**config.mk**
```make
export PLATFORM = sky130hd
export DESIGN_NAME = pec_counter_top
export DESIGN_NICKNAME = d
export VERILOG_FILES = /design/src/hdl/pec_pkg.sv /design/src/hdl/pec_counter_top.sv /design/src/hdl/pec_outsel.sv /design/src/hdl/pec_sync.sv
export SDC_FILE = /design/constraint.sdc
export NUM_CORES = 1
export LEC_CHECK = 0
export ABC_CLOCK_PERIOD_IN_PS = 4700
export BUFFER_PORTS_ARGS = -buffer_cell sky130_fd_sc_hd__buf_2
export CORE_AREA = 4 4 153 191
export CTS_CLUSTER_DIAMETER = 100
export DETAILED_ROUTE_END_ITERATION = 16
export DIE_AREA = 0 0 157 195
export GPL_ROUTABILITY_DRIVEN = 1
export HOLD_SLACK_MARGIN = 0.1
export MAX_ROUTING_LAYER = met4
export PLACE_DENSITY = 0.49
export SYNTH_ARGS = -nofsm -noshare
export SYNTH_HDL_FRONTEND = slang
export SYNTH_SLANG_ARGS = --single-unit
```
**constraint.sdc**
```tcl
create_clock -name clk_i -period 4.7 [get_ports clk_i]
set_input_delay 0.705 -clock clk_i [delete_from_list [all_inputs] [get_ports clk_i]]
set_output_delay 0.705 -clock clk_i [all_outputs]
set_load 0.02 [all_outputs]
```
**src/hdl/pec_pkg.sv**
```systemverilog
// Package with register map, field layout, reset values and function codes of the pulse event counter.
package pec_pkg;
	localparam int ADR_W = 8;
	localparam int DAT_W = 32;
	localparam int CNT_W = 16;
	localparam int SEL_W = 7;
	localparam int OUT_W = 6;
	localparam int N_IN = 5;
	localparam int N_OUT = 3;
	localparam int FAST_IDX = 4;
	localparam int FIELD_STRIDE = 8;
	localparam int LEVEL_LSB = 16;

	// Register byte addresses, one aligned word each.
	localparam logic [ADR_W-1:0] ADR_CTRL = 8'h00;
	localparam logic [ADR_W-1:0] ADR_INSEL = 8'h04;
	localparam logic [ADR_W-1:0] ADR_FASTSEL = 8'h08;
	localparam logic [ADR_W-1:0] ADR_OUTSEL = 8'h0C;
	localparam logic [ADR_W-1:0] ADR_SETCNT = 8'h10;
	localparam logic [ADR_W-1:0] ADR_DESCNT = 8'h14;
	localparam logic [ADR_W-1:0] ADR_COUNT = 8'h18;

	// Input function codes and output selection codes.
	localparam logic [SEL_W-1:0] FUNC_CLEAR = 7'h1C;
	localparam logic [SEL_W-1:0] FUNC_TRIGGER = 7'h1F;
	localparam logic [OUT_W-1:0] OUT_SET_HIT = 6'h12;
	localparam logic [OUT_W-1:0] OUT_DES_HIT = 6'h13;
	localparam logic FAST_TYPE_DIGITAL = 1'b1;

	// Reset values.
	localparam logic FAST_TYPE_RST = 1'b0;
	localparam logic [SEL_W-1:0] IN1_SEL_RST = 7'h01;
	localparam logic [SEL_W-1:0] IN2_SEL_RST = 7'h04;
	localparam logic [SEL_W-1:0] IN3_SEL_RST = 7'h07;
	localparam logic [SEL_W-1:0] IN4_SEL_RST = 7'h00;
	localparam logic [SEL_W-1:0] FAST_SEL_RST = 7'h00;
	localparam logic [OUT_W-1:0] TRANS_SEL_RST = 6'h00;
	localparam logic [OUT_W-1:0] RELAY1_SEL_RST = 6'h01;
	localparam logic [OUT_W-1:0] RELAY2_SEL_RST = 6'h05;
	localparam logic [CNT_W-1:0] COUNT_RST = 16'h0000;
endpackage : pec_pkg

```
**src/hdl/pec_counter_top.sv**
```systemverilog
// Pulse event counter with Wishbone register access, input qualification and count-match outputs.
// Notes on behaviour
// - An input whose function code is 31 adds one to the count for each pulse it receives; coincident pulses on several inputs add one in all.
// - An input whose function code is 28 clears the count to zero while it is active; the fast terminal clears only when the fast input type is 1.
// - Trigger pulses may come from any of the four digital inputs or the fast terminal, each by its own code.
// - The fast input type selects pulse input at 0 and digital input at 1, and the fast terminal counts only at 1.
// - The count stays within 0 to 65535 and restarts from zero once it has reached the set counting value.
// - An output whose selection is 18 is on while the count equals the set counting value.
// - An output whose selection is 19 is on while the count equals the designated counting value.
`timescale 1ns/10ps
module pec_counter_top (
	input wire logic clk_i,
	input wire logic rst_i,
	input wire logic wb_cyc_i,
	input wire logic wb_stb_i,
	input wire logic wb_we_i,
	input wire logic [pec_pkg::ADR_W-1:0] wb_adr_i,
	input wire logic [pec_pkg::DAT_W-1:0] wb_dat_i,
	input wire logic [3:0] wb_sel_i,
	output logic [pec_pkg::DAT_W-1:0] wb_dat_o,
	output logic wb_ack_o,
	input wire logic digital_input_1_i,
	input wire logic digital_input_2_i,
	input wire logic digital_input_3_i,
	input wire logic digital_input_4_i,
	input wire logic fast_pulse_terminal_i,
	output logic transistor_output_o,
	output logic relay_output_1_o,
	output logic relay_output_2_o
);
	localparam int NI = pec_pkg::N_IN;
	localparam int NO = pec_pkg::N_OUT;
	localparam int SW = pec_pkg::SEL_W;
	localparam int OW = pec_pkg::OUT_W;
	localparam int CW = pec_pkg::CNT_W;

	logic ack_q;
	logic [pec_pkg::DAT_W-1:0] rdata_q;
	logic fast_type_q;
	logic [SW-1:0] in_sel_q [NI];
	logic [OW-1:0] out_sel_q [NO];
	logic [CW-1:0] set_q;
	logic [CW-1:0] des_q;
	logic [CW-1:0] cnt_q;
	logic [CW-1:0] cnt_d;
	logic [NO-1:0] out_q;
	logic [NO-1:0] out_w;
	logic [NI-1:0] pins_w;
	logic [NI-1:0] level_w;
	logic [NI-1:0] rise_w;
	logic [NI-1:0] trig_hit;
	logic [NI-1:0] clr_hit;
	logic inc_req;
	logic clr_any;
	logic eq_set;
	logic eq_des;
	logic req;
	logic wr_en;

	assign pins_w = {fast_pulse_terminal_i, digital_input_4_i, digital_input_3_i,
		digital_input_2_i, digital_input_1_i};

	// Bus handshake: one wait state, ack drops in the cycle after it was given.
	assign req = wb_cyc_i & wb_stb_i & ~ack_q;
	assign wr_en = req & wb_we_i;

	always_ff @(posedge clk_i) begin
		if (rst_i) begin
			ack_q <= 1'b0;
		end else begin
			ack_q <= req;
		end
	end

	// Fast input type; in pulse mode the fast terminal neither counts nor clears.
	always_ff @(posedge clk_i) begin
		if (rst_i) begin
			fast_type_q <= pec_pkg::FAST_TYPE_RST;
		end else if (wr_en && wb_adr_i == pec_pkg::ADR_CTRL && wb_sel_i[0]) begin
			fast_type_q <= wb_dat_i[0];
		end
	end

	// Input function selections: four digital inputs share one word, one byte each.
	always_ff @(posedge clk_i) begin
		if (rst_i) begin
			in_sel_q[0] <= pec_pkg::IN1_SEL_RST;
			in_sel_q[1] <= pec_pkg::IN2_SEL_RST;
			in_sel_q[2] <= pec_pkg::IN3_SEL_RST;
			in_sel_q[3] <= pec_pkg::IN4_SEL_RST;
			in_sel_q[pec_pkg::FAST_IDX] <= pec_pkg::FAST_SEL_RST;
		end else if (wr_en) begin
			for (int b = 0; b < 4; b++) begin
				if (wb_adr_i == pec_pkg::ADR_INSEL && wb_sel_i[b]) begin
					in_sel_q[b] <= wb_dat_i[b*pec_pkg::FIELD_STRIDE +: SW];
				end
			end
			if (wb_adr_i == pec_pkg::ADR_FASTSEL && wb_sel_i[0]) begin
				in_sel_q[pec_pkg::FAST_IDX] <= wb_dat_i[SW-1:0];
			end
		end
	end

	// Output selections: transistor, relay 1 and relay 2 in bytes 0 to 2.
	always_ff @(posedge clk_i) begin
		if (rst_i) begin
			out_sel_q[0] <= pec_pkg::TRANS_SEL_RST;
			out_sel_q[1] <= pec_pkg::RELAY1_SEL_RST;
			out_sel_q[2] <= pec_pkg::RELAY2_SEL_RST;
		end else if (wr_en && wb_adr_i == pec_pkg::ADR_OUTSEL) begin
			for (int b = 0; b < NO; b++) begin
				if (wb_sel_i[b]) begin
					out_sel_q[b] <= wb_dat_i[b*pec_pkg::FIELD_STRIDE +: OW];
				end
			end
		end
	end

	// Set and designated counting values; software keeps designated not above set.
	always_ff @(posedge clk_i) begin
		if (rst_i) begin
			set_q <= pec_pkg::COUNT_RST;
			des_q <= pec_pkg::COUNT_RST;
		end else if (wr_en) begin
			for (int b = 0; b < 2; b++) begin
				if (wb_sel_i[b] && wb_adr_i == pec_pkg::ADR_SETCNT) begin
					set_q[b*8 +: 8] <= wb_dat_i[b*8 +: 8];
				end
				if (wb_sel_i[b] && wb_adr_i == pec_pkg::ADR_DESCNT) begin
					des_q[b*8 +: 8] <= wb_dat_i[b*8 +: 8];
				end
			end
		end
	end

	// Read data is captured with ack; unmapped addresses read zero and ignore writes.
	always_ff @(posedge clk_i) begin
		if (rst_i) begin
			rdata_q <= 32'h00000000;
		end else if (req && !wb_we_i) begin
			case (wb_adr_i)
				pec_pkg::ADR_CTRL: rdata_q <= {31'h00000000, fast_type_q};
				pec_pkg::ADR_INSEL: rdata_q <= {1'b0, in_sel_q[3], 1'b0, in_sel_q[2],
					1'b0, in_sel_q[1], 1'b0, in_sel_q[0]};
				pec_pkg::ADR_FASTSEL: rdata_q <= {25'h0000000, in_sel_q[pec_pkg::FAST_IDX]};
				pec_pkg::ADR_OUTSEL: rdata_q <= {10'h000, out_sel_q[2], 2'h0, out_sel_q[1],
					2'h0, out_sel_q[0]};
				pec_pkg::ADR_SETCNT: rdata_q <= {16'h0000, set_q};
				pec_pkg::ADR_DESCNT: rdata_q <= {16'h0000, des_q};
				pec_pkg::ADR_COUNT: rdata_q <= {11'h000, level_w, cnt_q};
				default: rdata_q <= 32'h00000000;
			endcase
		end
	end

	assign wb_ack_o = ack_q;
	assign wb_dat_o = rdata_q;

	// Per terminal: synchronise, then decode the trigger and clear functions.
	for (genvar i = 0; i < NI; i++) begin : g_in
		logic en;
		pec_sync u_sync (
			.clk_i(clk_i),
			.rst_i(rst_i),
			.pin_i(pins_w[i]),
			.level_o(level_w[i]),
			.rise_o(rise_w[i])
		);
		assign en = (i == pec_pkg::FAST_IDX) ? (fast_type_q == pec_pkg::FAST_TYPE_DIGITAL) : 1'b1;
		assign trig_hit[i] = en & rise_w[i] & (in_sel_q[i] == pec_pkg::FUNC_TRIGGER);
		assign clr_hit[i] = en & level_w[i] & (in_sel_q[i] == pec_pkg::FUNC_CLEAR);
	end

	// Coincident edges on several terminals merge into a single count.
	assign inc_req = |trig_hit;
	assign clr_any = |clr_hit;

	// Next count; clear outranks a trigger in the same cycle.
	always_comb begin
		cnt_d = cnt_q;
		if (clr_any) begin
			cnt_d = pec_pkg::COUNT_RST;
		end else if (inc_req) begin
			if (cnt_q >= set_q) begin
				cnt_d = pec_pkg::COUNT_RST;
			end else begin
				cnt_d = cnt_q + 16'h0001;
			end
		end
	end

	always_ff @(posedge clk_i) begin
		if (rst_i) begin
			cnt_q <= pec_pkg::COUNT_RST;
		end else begin
			cnt_q <= cnt_d;
		end
	end

	assign eq_set = (cnt_q == set_q);
	assign eq_des = (cnt_q == des_q);

	// Output decoders; the registered stage keeps relay drivers free of decode glitches.
	for (genvar k = 0; k < NO; k++) begin : g_out
		pec_outsel u_outsel (
			.sel_i(out_sel_q[k]),
			.eq_set_i(eq_set),
			.eq_des_i(eq_des),
			.on_o(out_w[k])
		);
	end

	always_ff @(posedge clk_i) begin
		if (rst_i) begin
			out_q <= 3'h0;
		end else begin
			out_q <= out_w;
		end
	end

	assign transistor_output_o = out_q[0];
	assign relay_output_1_o = out_q[1];
	assign relay_output_2_o = out_q[2];
endmodule : pec_counter_top

```
**src/hdl/pec_outsel.sv**
```systemverilog
// Output function decoder for one transistor or relay output.
`timescale 1ns/10ps
module pec_outsel (
	input wire logic [pec_pkg::OUT_W-1:0] sel_i,
	input wire logic eq_set_i,
	input wire logic eq_des_i,
	output logic on_o
);
	// Codes other than the two count matches belong to other drive functions and read off here.
	always_comb begin
		case (sel_i)
			pec_pkg::OUT_SET_HIT: on_o = eq_set_i;
			pec_pkg::OUT_DES_HIT: on_o = eq_des_i;
			default: on_o = 1'b0;
		endcase
	end
endmodule : pec_outsel

```
**src/hdl/pec_sync.sv**
```systemverilog
// Three-stage pin synchroniser with agreement filter and rising-edge pulse.
`timescale 1ns/10ps
module pec_sync (
	input wire logic clk_i,
	input wire logic rst_i,
	input wire logic pin_i,
	output logic level_o,
	output logic rise_o
);
	logic sync1_q;
	logic sync2_q;
	logic sync3_q;
	logic level_q;

	// Plain shift chain; only the second stage reads the first.
	always_ff @(posedge clk_i) begin
		if (rst_i) begin
			sync1_q <= 1'b0;
			sync2_q <= 1'b0;
			sync3_q <= 1'b0;
		end else begin
			sync1_q <= pin_i;
			sync2_q <= sync1_q;
			sync3_q <= sync2_q;
		end
	end

	// The level moves only when stages two and three agree, which drops one-cycle glitches.
	always_ff @(posedge clk_i) begin
		if (rst_i) begin
			level_q <= 1'b0;
		end else if (sync2_q == sync3_q) begin
			level_q <= sync3_q;
		end
	end

	// One-cycle pulse in the cycle before the filtered level rises.
	assign rise_o = sync2_q & sync3_q & ~level_q;
	assign level_o = level_q;
endmodule : pec_sync
```
# After elaboration in Yosys (flattened, before gate mapping)
# Memory sizes are Yosys's and may differ from the RTL's.
# Cells that the tools add are included.
[word_totals]
reg_bits = 105
latchBits = 0
ram_bits = 53
rom_bits = 0
in_bits = 54
output_inout_bits = 36
word_cells = 169
n_memories = 2
[memory_table]
columns = ["name", "words", "word_bits", "read_ports", "rd_clocked_by_memory_dff", "write_ports", "line_no", "text"]
rows = [
  ["in_sel_q", 5, 7, 5, 0, 5, "pec_counter_top.sv:40", "logic [SW-1:0] in_sel_q [NI];"],
  ["out_sel_q", 3, 6, 3, 0, 3, "pec_counter_top.sv:41", "logic [OW-1:0] out_sel_q [NO];"],
]
[classes]
n_addsub = 1
multipliers = 0
n_div = 0
n_lt_le_gt_ge = 1
n_eq_ne = 29
shifts = 0
mux = 47
bitwise_logic = 39
reduce_logical = 21
[ops]
columns = ["op", "n"]
rows = [
  ["$pmux W31 S7", 1],
  ["$eq A7 B5 Y1 const B", 10],
  ["$eq A6 B5 Y1 const B", 6],
  ["$mux W7", 5],
  ["$mux W1", 34],
  ["$eq A16 B16 Y1", 2],
  ["$and A1 B1 Y1", 25],
  ["$eq A8 B5 Y1 const B", 3],
  ["$mux W6", 3],
  ["$add A16 B1 Y16 const B", 1],
  ["$eq A8 B4 Y1 const B", 2],
  ["$ge A16 B16 Y1", 1],
  ["$mux W16", 1],
  ["$logic_and A1 B1 Y1", 13],
  ["$eq A8 B3 Y1 const B", 1],
  ["$logic_not A8 Y1", 1],
  ["$or A1 B1 Y1", 8],
  ["$reduce_and A2 Y1", 4],
  ["$not A1 Y1", 6],
  ["$pmux W1 S2", 3],
  ["$reduce_or A6 Y1", 1],
  ["$eq A1 B1 Y1", 5],
  ["$reduce_or A5 Y1", 1],
  ["$logic_not A1 Y1", 1],
]

# Longest topological paths before layout
# Gate-level depths: netlist of the first run.
[logic_depth]
word_depth = 8
depth_mapped = 9
mapped_depth_nobuf = 8

# By module
# Synthesis of the first run repeated with hierarchy kept, for this count alone.
[unflattened]
hier_cells = 709
hier_area_um2 = 7414.6
[modules_own_cells]
columns = ["module", "n_inst", "cells_each", "area_each_um2", "seq_area_each_um2"]
rows = [
  ["pec_counter_top", 1, 645, 6663.9, 3253.1],
  ["pec_sync", 5, 11, 131.4, 80.1],
  ["pec_outsel", 3, 3, 31.3, 0.0],
]

# Worst setup path after synthesis of the first run
# OpenSTA, ideal clock, no wires.
[synth_timing]
kind = "in2reg"
startpoint = "in wb_adr_i[1] in the netlist's numbering"
endpoint = "mem in_sel_q[0][14] in the netlist's numbering (enable)"
setup_time_ps = 309
t_arrival_ps = 2198
t_required_ps = 4391
setup_slack_ps = 2193
cell_stages = 5
n_path_buf = 2
path_cell_list = "or3_1 > buf_4 > nor4b_4 > clkbuf_1 > a31o_2"
[synth_rtl]
columns = ["element", "line_no", "text"]
rows = [
  ["start, declared", "pec_counter_top.sv:17", "input wire logic [pec_pkg::ADR_W-1:0] wb_adr_i,"],
  ["end, declared", "pec_counter_top.sv:40", ""],
]

# Worst setup path in the final report of the first run
[layout_timing]
startpoint = "reg cnt_q[11]"
endpoint = "reg cnt_q[14]"
[layout_between]
elab_chain_cells = 2
word_cells_on_any_way = 3
cone_classes = "add/sub (1); order compare (1); mux (1)"
[layout_rtl]
columns = ["element", "line_no", "text"]
rows = [
  ["start, declared", "pec_counter_top.sv:44", "logic [CW-1:0] cnt_q;"],
  ["start signal, assigned", "pec_counter_top.sv:194", "cnt_q <= pec_pkg::COUNT_RST;"],
  ["start signal, assigned", "pec_counter_top.sv:196", "cnt_q <= cnt_d;"],
  ["$add A16 B1 Y16 or $ge A16 B16 Y1 (tied branches)", "pec_counter_top.sv:187, pec_counter_top.sv:184", ""],
  ["$mux W16 (*)", "pec_counter_top.sv:184", "if (cnt_q >= set_q) begin"],
]
# Mark *: on every way between the ends. The rest lies on a longest branch, timed or not.
# A chain may end at the register's enable or synchronous reset.

==> summary.txt, run 1 <==
Logic synthesis
  – Post-synth EDFFs: 53
  – Asr flop ratio synth: 0%
  – Synth Warn #: 0
  – Synth Instances: 799
  – Post-Syn Area: 7580 µm²
  – Synthesized area per cell: roughly 9.5 µm²
  – Seq cells post-synth: 156
  – Seq/Total Area, Yosys: 48.2%
  – Ys flop type: dfxtp_1
  – Synth cell types: 61

Critical path
  – CP startpoint: cnt_q[11]
  – Worst r2r src: cnt_q[11]
  – CP Launch Type: flip-flop
  – CP Data Arrival Time: about 3.5 ns
  – Critical Path Sink Type: flip-flop
  – Max Fanout on Critical Path: 24
  – R2R Setup Slk: between 1.5 and 2 ns
  – CP Class: reg2reg
  – Critical Path RT: 5.06 ns

Finish
  – Fillcell total: 2899
  – Commonest non-fill, non-tap cells in the layout: dfxtp_1 (103), nand2_1 (86), buf_2 (84), nor2_1 (61), a21oi_1 (57)
  – Commonest non-fill, non-tap cell in the layout: dfxtp_1
  – Final core occ: 32.3%
  – Share of post-route cells with drive strength above 1: 15.7%
  – Final instance area: 8880 µm²
  – NumNets Final: 936
  – Area growth syn-to-layout: 17.2%

STA
  – Tcrit/Tclk final: between 60% and 70%
  – Final setup fails: 0
  – Setup tns final: 0 ns
  – Slew @ Worst Pin: 1.15 ns
  – Max-slew violation count: 0
  – RSZ-0062 raised after global routing: false
  – Final Hold Fails: 0
  – Fmax: 315 MHz
  – Layout Skew: 0.0106 ns
  – Min Hold Slack: 0.440 ns
  – Minimum clock period: 3.18 ns
  – Slew HR: 22.9%

Floorplan
  – Core area: 27500 µm²
  – Top Ports: 90
  – Die X: 157 µm
  – Initial core utilization: between 20 and 30%
  – Std cell rows: 68
  – Die Height: 195 µm
  – Die area: 30600 µm²

Clocking
  – Clock latency on the worst-skew pair: 0.43 ns
  – CTS max path bufs: 2
  – # Post-CTS Setup Buffers: 0
  – Resized cells post-CTS: 0
  – Clk sinks: 156
  – Clock-pin transition on the worst setup and hold timing paths: 0.06 ns
  – CTS tree: built
  – CTS H-tree lvls: 4
  – Root buffer cell: clkbuf_16
  – CTS hold repair buffers: 0
  – Total CTS buffers: 17

Pwr
  – Power Density: around 340 nW/µm²
  – Leakage: 3.13 nW
  – Maximum VDD drop: 0.000237 V
  – Final Power: 2.99 mW

Routing
  – WL final: 23000 µm
  – Post-route DRC: 0
  – Number of antenna-violating nets in the routed design: 0
  – WL/cell: 18.8 µm
  – Drt first pass iters: 5
  – Vias: 6018
  – Routed vias/inst: 4.92
  – 1st-iter DRT viols: approximately 360

Global route
  – Gr usage total: 15.5%
  – First-pass GRT wire length: 35000 µm
  – Largest net degree at the start of global routing: 62
  – Initial antenna violation count: 1
  – Vias in the first global route: a little under 6000
  – Residual overflow from global routing: 0

Run
  – Max-Cap Viols: 0

Placement
  – Input/output buffers: 85
  – Gp weighted congestion: 0.822
  – Placed cell area: roughly 8300 µm²
  – DP HPWL: around 17000 µm

Worst hold path
  – Hold path start: g_in[4].u_sync.sync1_q
  – Worst Hold Class: reg2reg

Status
  – Outcome: complete, no violations
-- per-stage QoR --
stage	std cells	setup WS [ns]
global placement	1191	1.47
CTS	1223	1.52
detailed placement	1191	1.41
finish	1224	1.52
global route	1224	1.31
floorplan	800	2.19
-- power by group --
group | total (mW) | leakage [nW] | switching (mW) | internal, mW
clock | 1.44 | 0.293 | 0.540 | 0.900
combinational | 0.125 | 1.49 | 0.0850 | 0.0402
sequential | 1.43 | 1.35 | 0.0138 | 1.41
-- worst max-delay path, cell delays in order (launching register included) --
cell      delay [ns]
dfxtp_1         0.51
ha_1            0.32
nand4_1         0.18
nor4_1          0.09
buf_4           0.17
a2111o_1        0.42
nor2_2          0.76
or4b_1          0.51
a21oi_1         0.14
-- cells by family (layout without fill, tap and decap cells) --
logic type               Yosys count  count (layout)  share of synthesized area (%)
other                              1               3                         0.0495
flip-flops                       156             156                           48.2
AND/OR/NAND/NOR                  345             345                           24.7
AO/OA/AOI/OAI                    144             144                           11.7
adder cells (fa/ha/maj)           22              22                           3.63
XOR/XNOR                          16              16                           1.85
multiplexers                      44              44                           5.83
buffers and inverters             71             144                           3.98
-- layout make-up --
class                           instances  area [µm²]  area share, %
Sequential cell                       156        3650           41.1
Multi-Input combinational cell        573        3620           40.8
Clock buffer                           26         502           5.65
Timing Repair Buffer                   90         465           5.24
Tap cell                              350         438           4.93
Clock inverter                          6         111           1.25
Inverter                               22        82.6          0.930
Antenna cell                            1        2.50         0.0282
-- cells in the mapped netlist, types with 2 or more instances --
cell	instances	area, µm²
buf_2	8	40.0
xnor2_1	16	140
or3_1	2	12.5
nand2b_1	13	81.3
nor2_1	61	229
and3_1	3	18.8
nor3_1	14	70.1
or2_2	3	18.8
nor4_4	3	63.8
and4b_1	5	50.1
or4b_2	3	30.0
a31oi_1	9	56.3
and2_1	42	263
clkbuf_1	31	116
nand3_1	40	200
edfxtp_1	53	1590
o21ai_1	2	10.0
buf_1	3	11.3
nand2_1	86	323
nor2b_1	21	131
a221oi_1	4	35.0
nor4b_1	4	35.0
nand4_1	15	93.8
a22oi_1	10	75.1
nand4b_1	7	61.3
a211oi_1	5	37.5
nor2_2	3	18.8
nor4_1	5	31.3
a21oi_1	57	285
a22o_1	5	43.8
o21ai_0	27	135
nor3b_1	5	37.5
ha_1	22	275
dfxtp_1	103	2060
mux2i_1	43	430
inv_1	22	82.6
clkbuf_2	2	10.0
o22ai_1	5	31.3
and4_1	3	26.3
o21bai_1	2	15.0
a31o_2	7	61.3
buf_4	4	30.0
a222oi_1	3	30.0
-- registers in the layout, indices dropped and copies added, names as in the netlist --
| register | cells |
|---|---|
| out_sel_q | 18 |
| g_in.u_sync.sync1_q | 5 |
| g_in.u_sync.sync2_q | 5 |
| cnt_q | 16 |
| des_q | 16 |
| wb_ack_o | 1 |
| fast_type_q | 1 |
| g_in.u_sync.level_o | 5 |
| in_sel_q | 35 |
| out_q | 3 |
| set_q | 16 |
| g_in.u_sync.sync3_q | 5 |
| wb_dat_o | 30 |
-- layer usage --
layer | global-route usage, % | share of wire [%] | vias up
met2 | 25.7 | 50 | 127
met4 | 4.05 | 1.4 | 0
met5 | - | 0 | -
met1 | 19.5 | 45 | 2877
li1 | - | - | 2984
met3 | 2.93 | 3.9 | 30
-- worst paths after layout --
check | to | cells past startpoint
max | cnt_q[14] | 8
min | g_in[4].u_sync.sync2_q | 1
max reg2reg | cnt_q[14] | 8
min reg2reg | g_in[4].u_sync.sync2_q | 1
No activity file was read; power rests on OpenSTA's default activity.
==> run 2: changes to the inputs <==
ABC_CLOCK_PERIOD_IN_PS = 3220   (was 4700)
clock period = 3.22 ns   (was 4.7 ns; I/O delays follow)
==> summary.txt, run 2 (synthesis gave the netlist of run 1 again) <==
Status
  – Outcome: complete, no violations (unchanged)

Critical path
  – CP Data Arrival Time: 2.74 ns (was 3.54 ns)
  – Max Fanout on Critical Path: 14 (was 24)
  – Worst path slowest cell: dfxtp_1 (was nor2_2)
  – Critical Path Sink Type: flip-flop (unchanged)
  – CP Class: reg2reg (unchanged)
  – R2R Setup Slk: 0.80 ns (was 1.52 ns)
  – Delay-heaviest family, CP: simple AND/OR/NAND/NOR gates (unchanged)
  – CP startpoint: cnt_q[0] (was cnt_q[11])
  – Crit path largest cell delay: 0.45 ns (was 0.76 ns)
  – Worst r2r src: cnt_q[0] (was cnt_q[11])
  – Critical path, cell by cell: inv_1 > ha_1 > nand4_1 > nor4_1 > a2111o_1 > nor2_2 > buf_4 > a22oi_1 > a21oi_1 (was ha_1 > nand4_1 > nor4_1 > buf_4 > a2111o_1 > nor2_2 > or4b_1 > a21oi_1)
  – CP Launch Type: flip-flop (unchanged)
  – Critical path buffers and inverters: 2 (was 1)
  – Critical Path RT: 3.54 ns (was 5.06 ns)

Placement
  – Placed cell area: 8500 µm² (was 8260 µm²)
  – DP HPWL: 17600 µm (was 16900 µm)
  – DP Worst Slack: 0.679 ns (was 1.41 ns)
  – Input/output buffers: 85 (unchanged)
  – Gp weighted congestion: 0.850 (was 0.822)

Pwr
  – Internal: 3.34 mW (was 2.35 mW)
  – Clock power share: 47.5% (was 48.1%)
  – Maximum VDD drop: 0.000368 V (was 0.000237 V)
  – Switching Fraction: 23.0% (was 21.4%)
  – Flop pwr share: 48.1% (was 47.7%)
  – Power Density: 475 nW/µm² (was 337 nW/µm²)
  – Comb pwr share: 4.4% (was 4.2%)
  – Leakage: 3.30 nW (was 3.13 nW)
  – P_sw: 0.997 mW (was 0.639 mW)

Finish
  – Fillcell total: 2870 (was 2899)
  – Register area: 3650 µm² (unchanged)
  – Biggest register: in_sel_q (unchanged)
  – Final instance area: 9110 µm² (was 8880 µm²)
  – Share of post-route cells with drive strength above 1: 19.3% (was 15.7%)
  – Area growth syn-to-layout: 20.3% (was 17.2%)
  – Commonest non-fill, non-tap cells in the layout: dfxtp_1 (103), nand2_1 (86), buf_2 (84), nor2_1 (61), a21oi_1 (57) (unchanged)
  – Multi-input logic area: 3620 µm² (unchanged)
  – Max FFs per register: 35 (unchanged)
  – Commonest non-fill, non-tap cell in the layout: dfxtp_1 (unchanged)
  – NumNets Final: 968 (was 936)

Routing
  – 1st-iter DRT viols: 516 (was 361)
  – Drt first pass iters: 5 (unchanged)
  – Post-route DRC: 0 (unchanged)
  – WL/cell: 18.6 µm (was 18.8 µm)
  – Routed vias/inst: 4.89 (was 4.92)
  – Vias: 6140 (was 6018)
  – Number of antenna-violating nets in the routed design: 0 (unchanged)
  – WL final: 23400 µm (was 23000 µm)

STA
  – Final setup fails: 0 (unchanged)
  – Layout Skew: 0.0219 ns (was 0.0106 ns)
  – Final Hold Fails: 0 (unchanged)
  – Setup tns final: 0 ns (unchanged)
  – Slew @ Worst Pin: 0.766 ns (was 1.15 ns)
  – Tcrit/Tclk final: 75.1% (was 67.6%)
  – RSZ-0062 raised after global routing: false (unchanged)
  – Max-slew violation count: 0 (unchanged)
  – Fmax: 414 MHz (was 315 MHz)
  – Slew HR: 48.9% (was 22.9%)
  – Final worst slack: 0.803 ns (was 1.52 ns)
  – Minimum clock period: 2.42 ns (was 3.18 ns)

Run
  – Max-Cap Viols: 0 (unchanged)

Floorplan
  – Die X: 157 µm (unchanged)
  – Die area: 30600 µm² (unchanged)
  – Std cell rows: 68 (unchanged)
  – Initial core utilization: 27.6% (unchanged)
  – Core area: 27500 µm² (unchanged)
  – Die Height: 195 µm (unchanged)
  – Top Ports: 90 (unchanged)

Worst hold path
  – Hold path start: digital_input_4_i (was g_in[4].u_sync.sync1_q)
  – Worst Hold Class: in2reg (was reg2reg)

Clocking
  – CTS tree: built (unchanged)
  – Clock-pin transition on the worst setup and hold timing paths: 0.07 ns (was 0.06 ns)
  – Root buffer cell: clkbuf_16 (unchanged)
  – CTS max path bufs: 2 (unchanged)
  – CTS hold repair buffers: 0 (unchanged)
  – Clock latency on the worst-skew pair: 0.44 ns (was 0.43 ns)
  – CTS H-tree lvls: 4 (unchanged)
  – Clk sinks: 156 (unchanged)
  – Resized cells post-CTS: 0 (unchanged)
  – # Post-CTS Setup Buffers: 0 (unchanged)
  – Total CTS buffers: 17 (unchanged)

Global route
  – First-pass GRT wire length: 35400 µm (was 35000 µm)
  – Largest net degree at the start of global routing: 63 (was 62)
  – Initial antenna violation count: 1 (unchanged)
  – Vias in the first global route: 6053 (was 5862)
  – Gr usage total: 15.7% (was 15.5%)
  – Residual overflow from global routing: 0 (unchanged)
[run 2: cell count changes in the layout (fill, tap and decap cells not counted)]
cell        change
clkbuf_8        +4
clkinvlp_4      -1
inv_4           +1
clkbuf_16       -1
clkinv_2        -1
buf_4          +32
inv_6           +3
clkbuf_1        -6
clkinv_4        +3
bufinv_16       -2
[run 2: path summary, 6_finish.rpt]
kind / end / cells past startpoint
max reg2reg: cnt_q[14] / 9
min reg2reg: g_in[4].u_sync.sync2_q / 1
min: g_in[3].u_sync.sync1_q / 2
max: cnt_q[14] / 9
[run 2: worst reg2reg max path, delay by kind of cell (launching register included)]
| kind | cells | cell delay (ns) |
|---|---|---|
| AOI/OAI and AO/OA | 3 | 0.57 |
| adders and majority gates | 1 | 0.29 |
| buffers and inverters | 2 | 0.31 |
| DFF | 1 | 0.45 |
| and+or+nand+nor | 3 | 0.70 |
[run 2: through the flow]
step	power, mW	hold WS, ns	utilization (%)	instances
final	4.33	0.265	33.2	1256
after global routing	4.47	0.260	33.2	1256
after CTS	4.38	0.248	33.2	1255
after detailed placement	2.32	0.427	30.9	1223
after global placement	2.32	0.434	30.9	1223
after floorplan	2.22	0.414	-	800
[run 2: metal layers]
layer / share of wire (%) / GRT usage [%]
met1: 43 / 19.4
met2: 50 / 25.7
met3: 4.5 / 3.10
met4: 2.4 / 5.47
met5: 0 / -
[run 2: power by group through the flow]
stage          sequential [mW]  combinational [mW]  clock (mW)
2_1_floorplan             2.12               0.103           0
3_3_place_gp              2.13               0.193           0
3_5_place_dp              2.13               0.193           0
4_1_cts                   2.08               0.194        2.11
5_1_grt                   2.09               0.207        2.18
6_report                  2.08               0.191        2.06
[run 2: area by class of cell]
class	count	area share [%]
Inverter	22	0.906
Clock inverter	9	1.07
Tap cell	350	4.81
Multi-Input combinational cell	573	39.8
Timing Repair Buffer	122	7.74
Sequential cell	156	40.1
Antenna cell	1	0.0275
Clock buffer	23	5.59
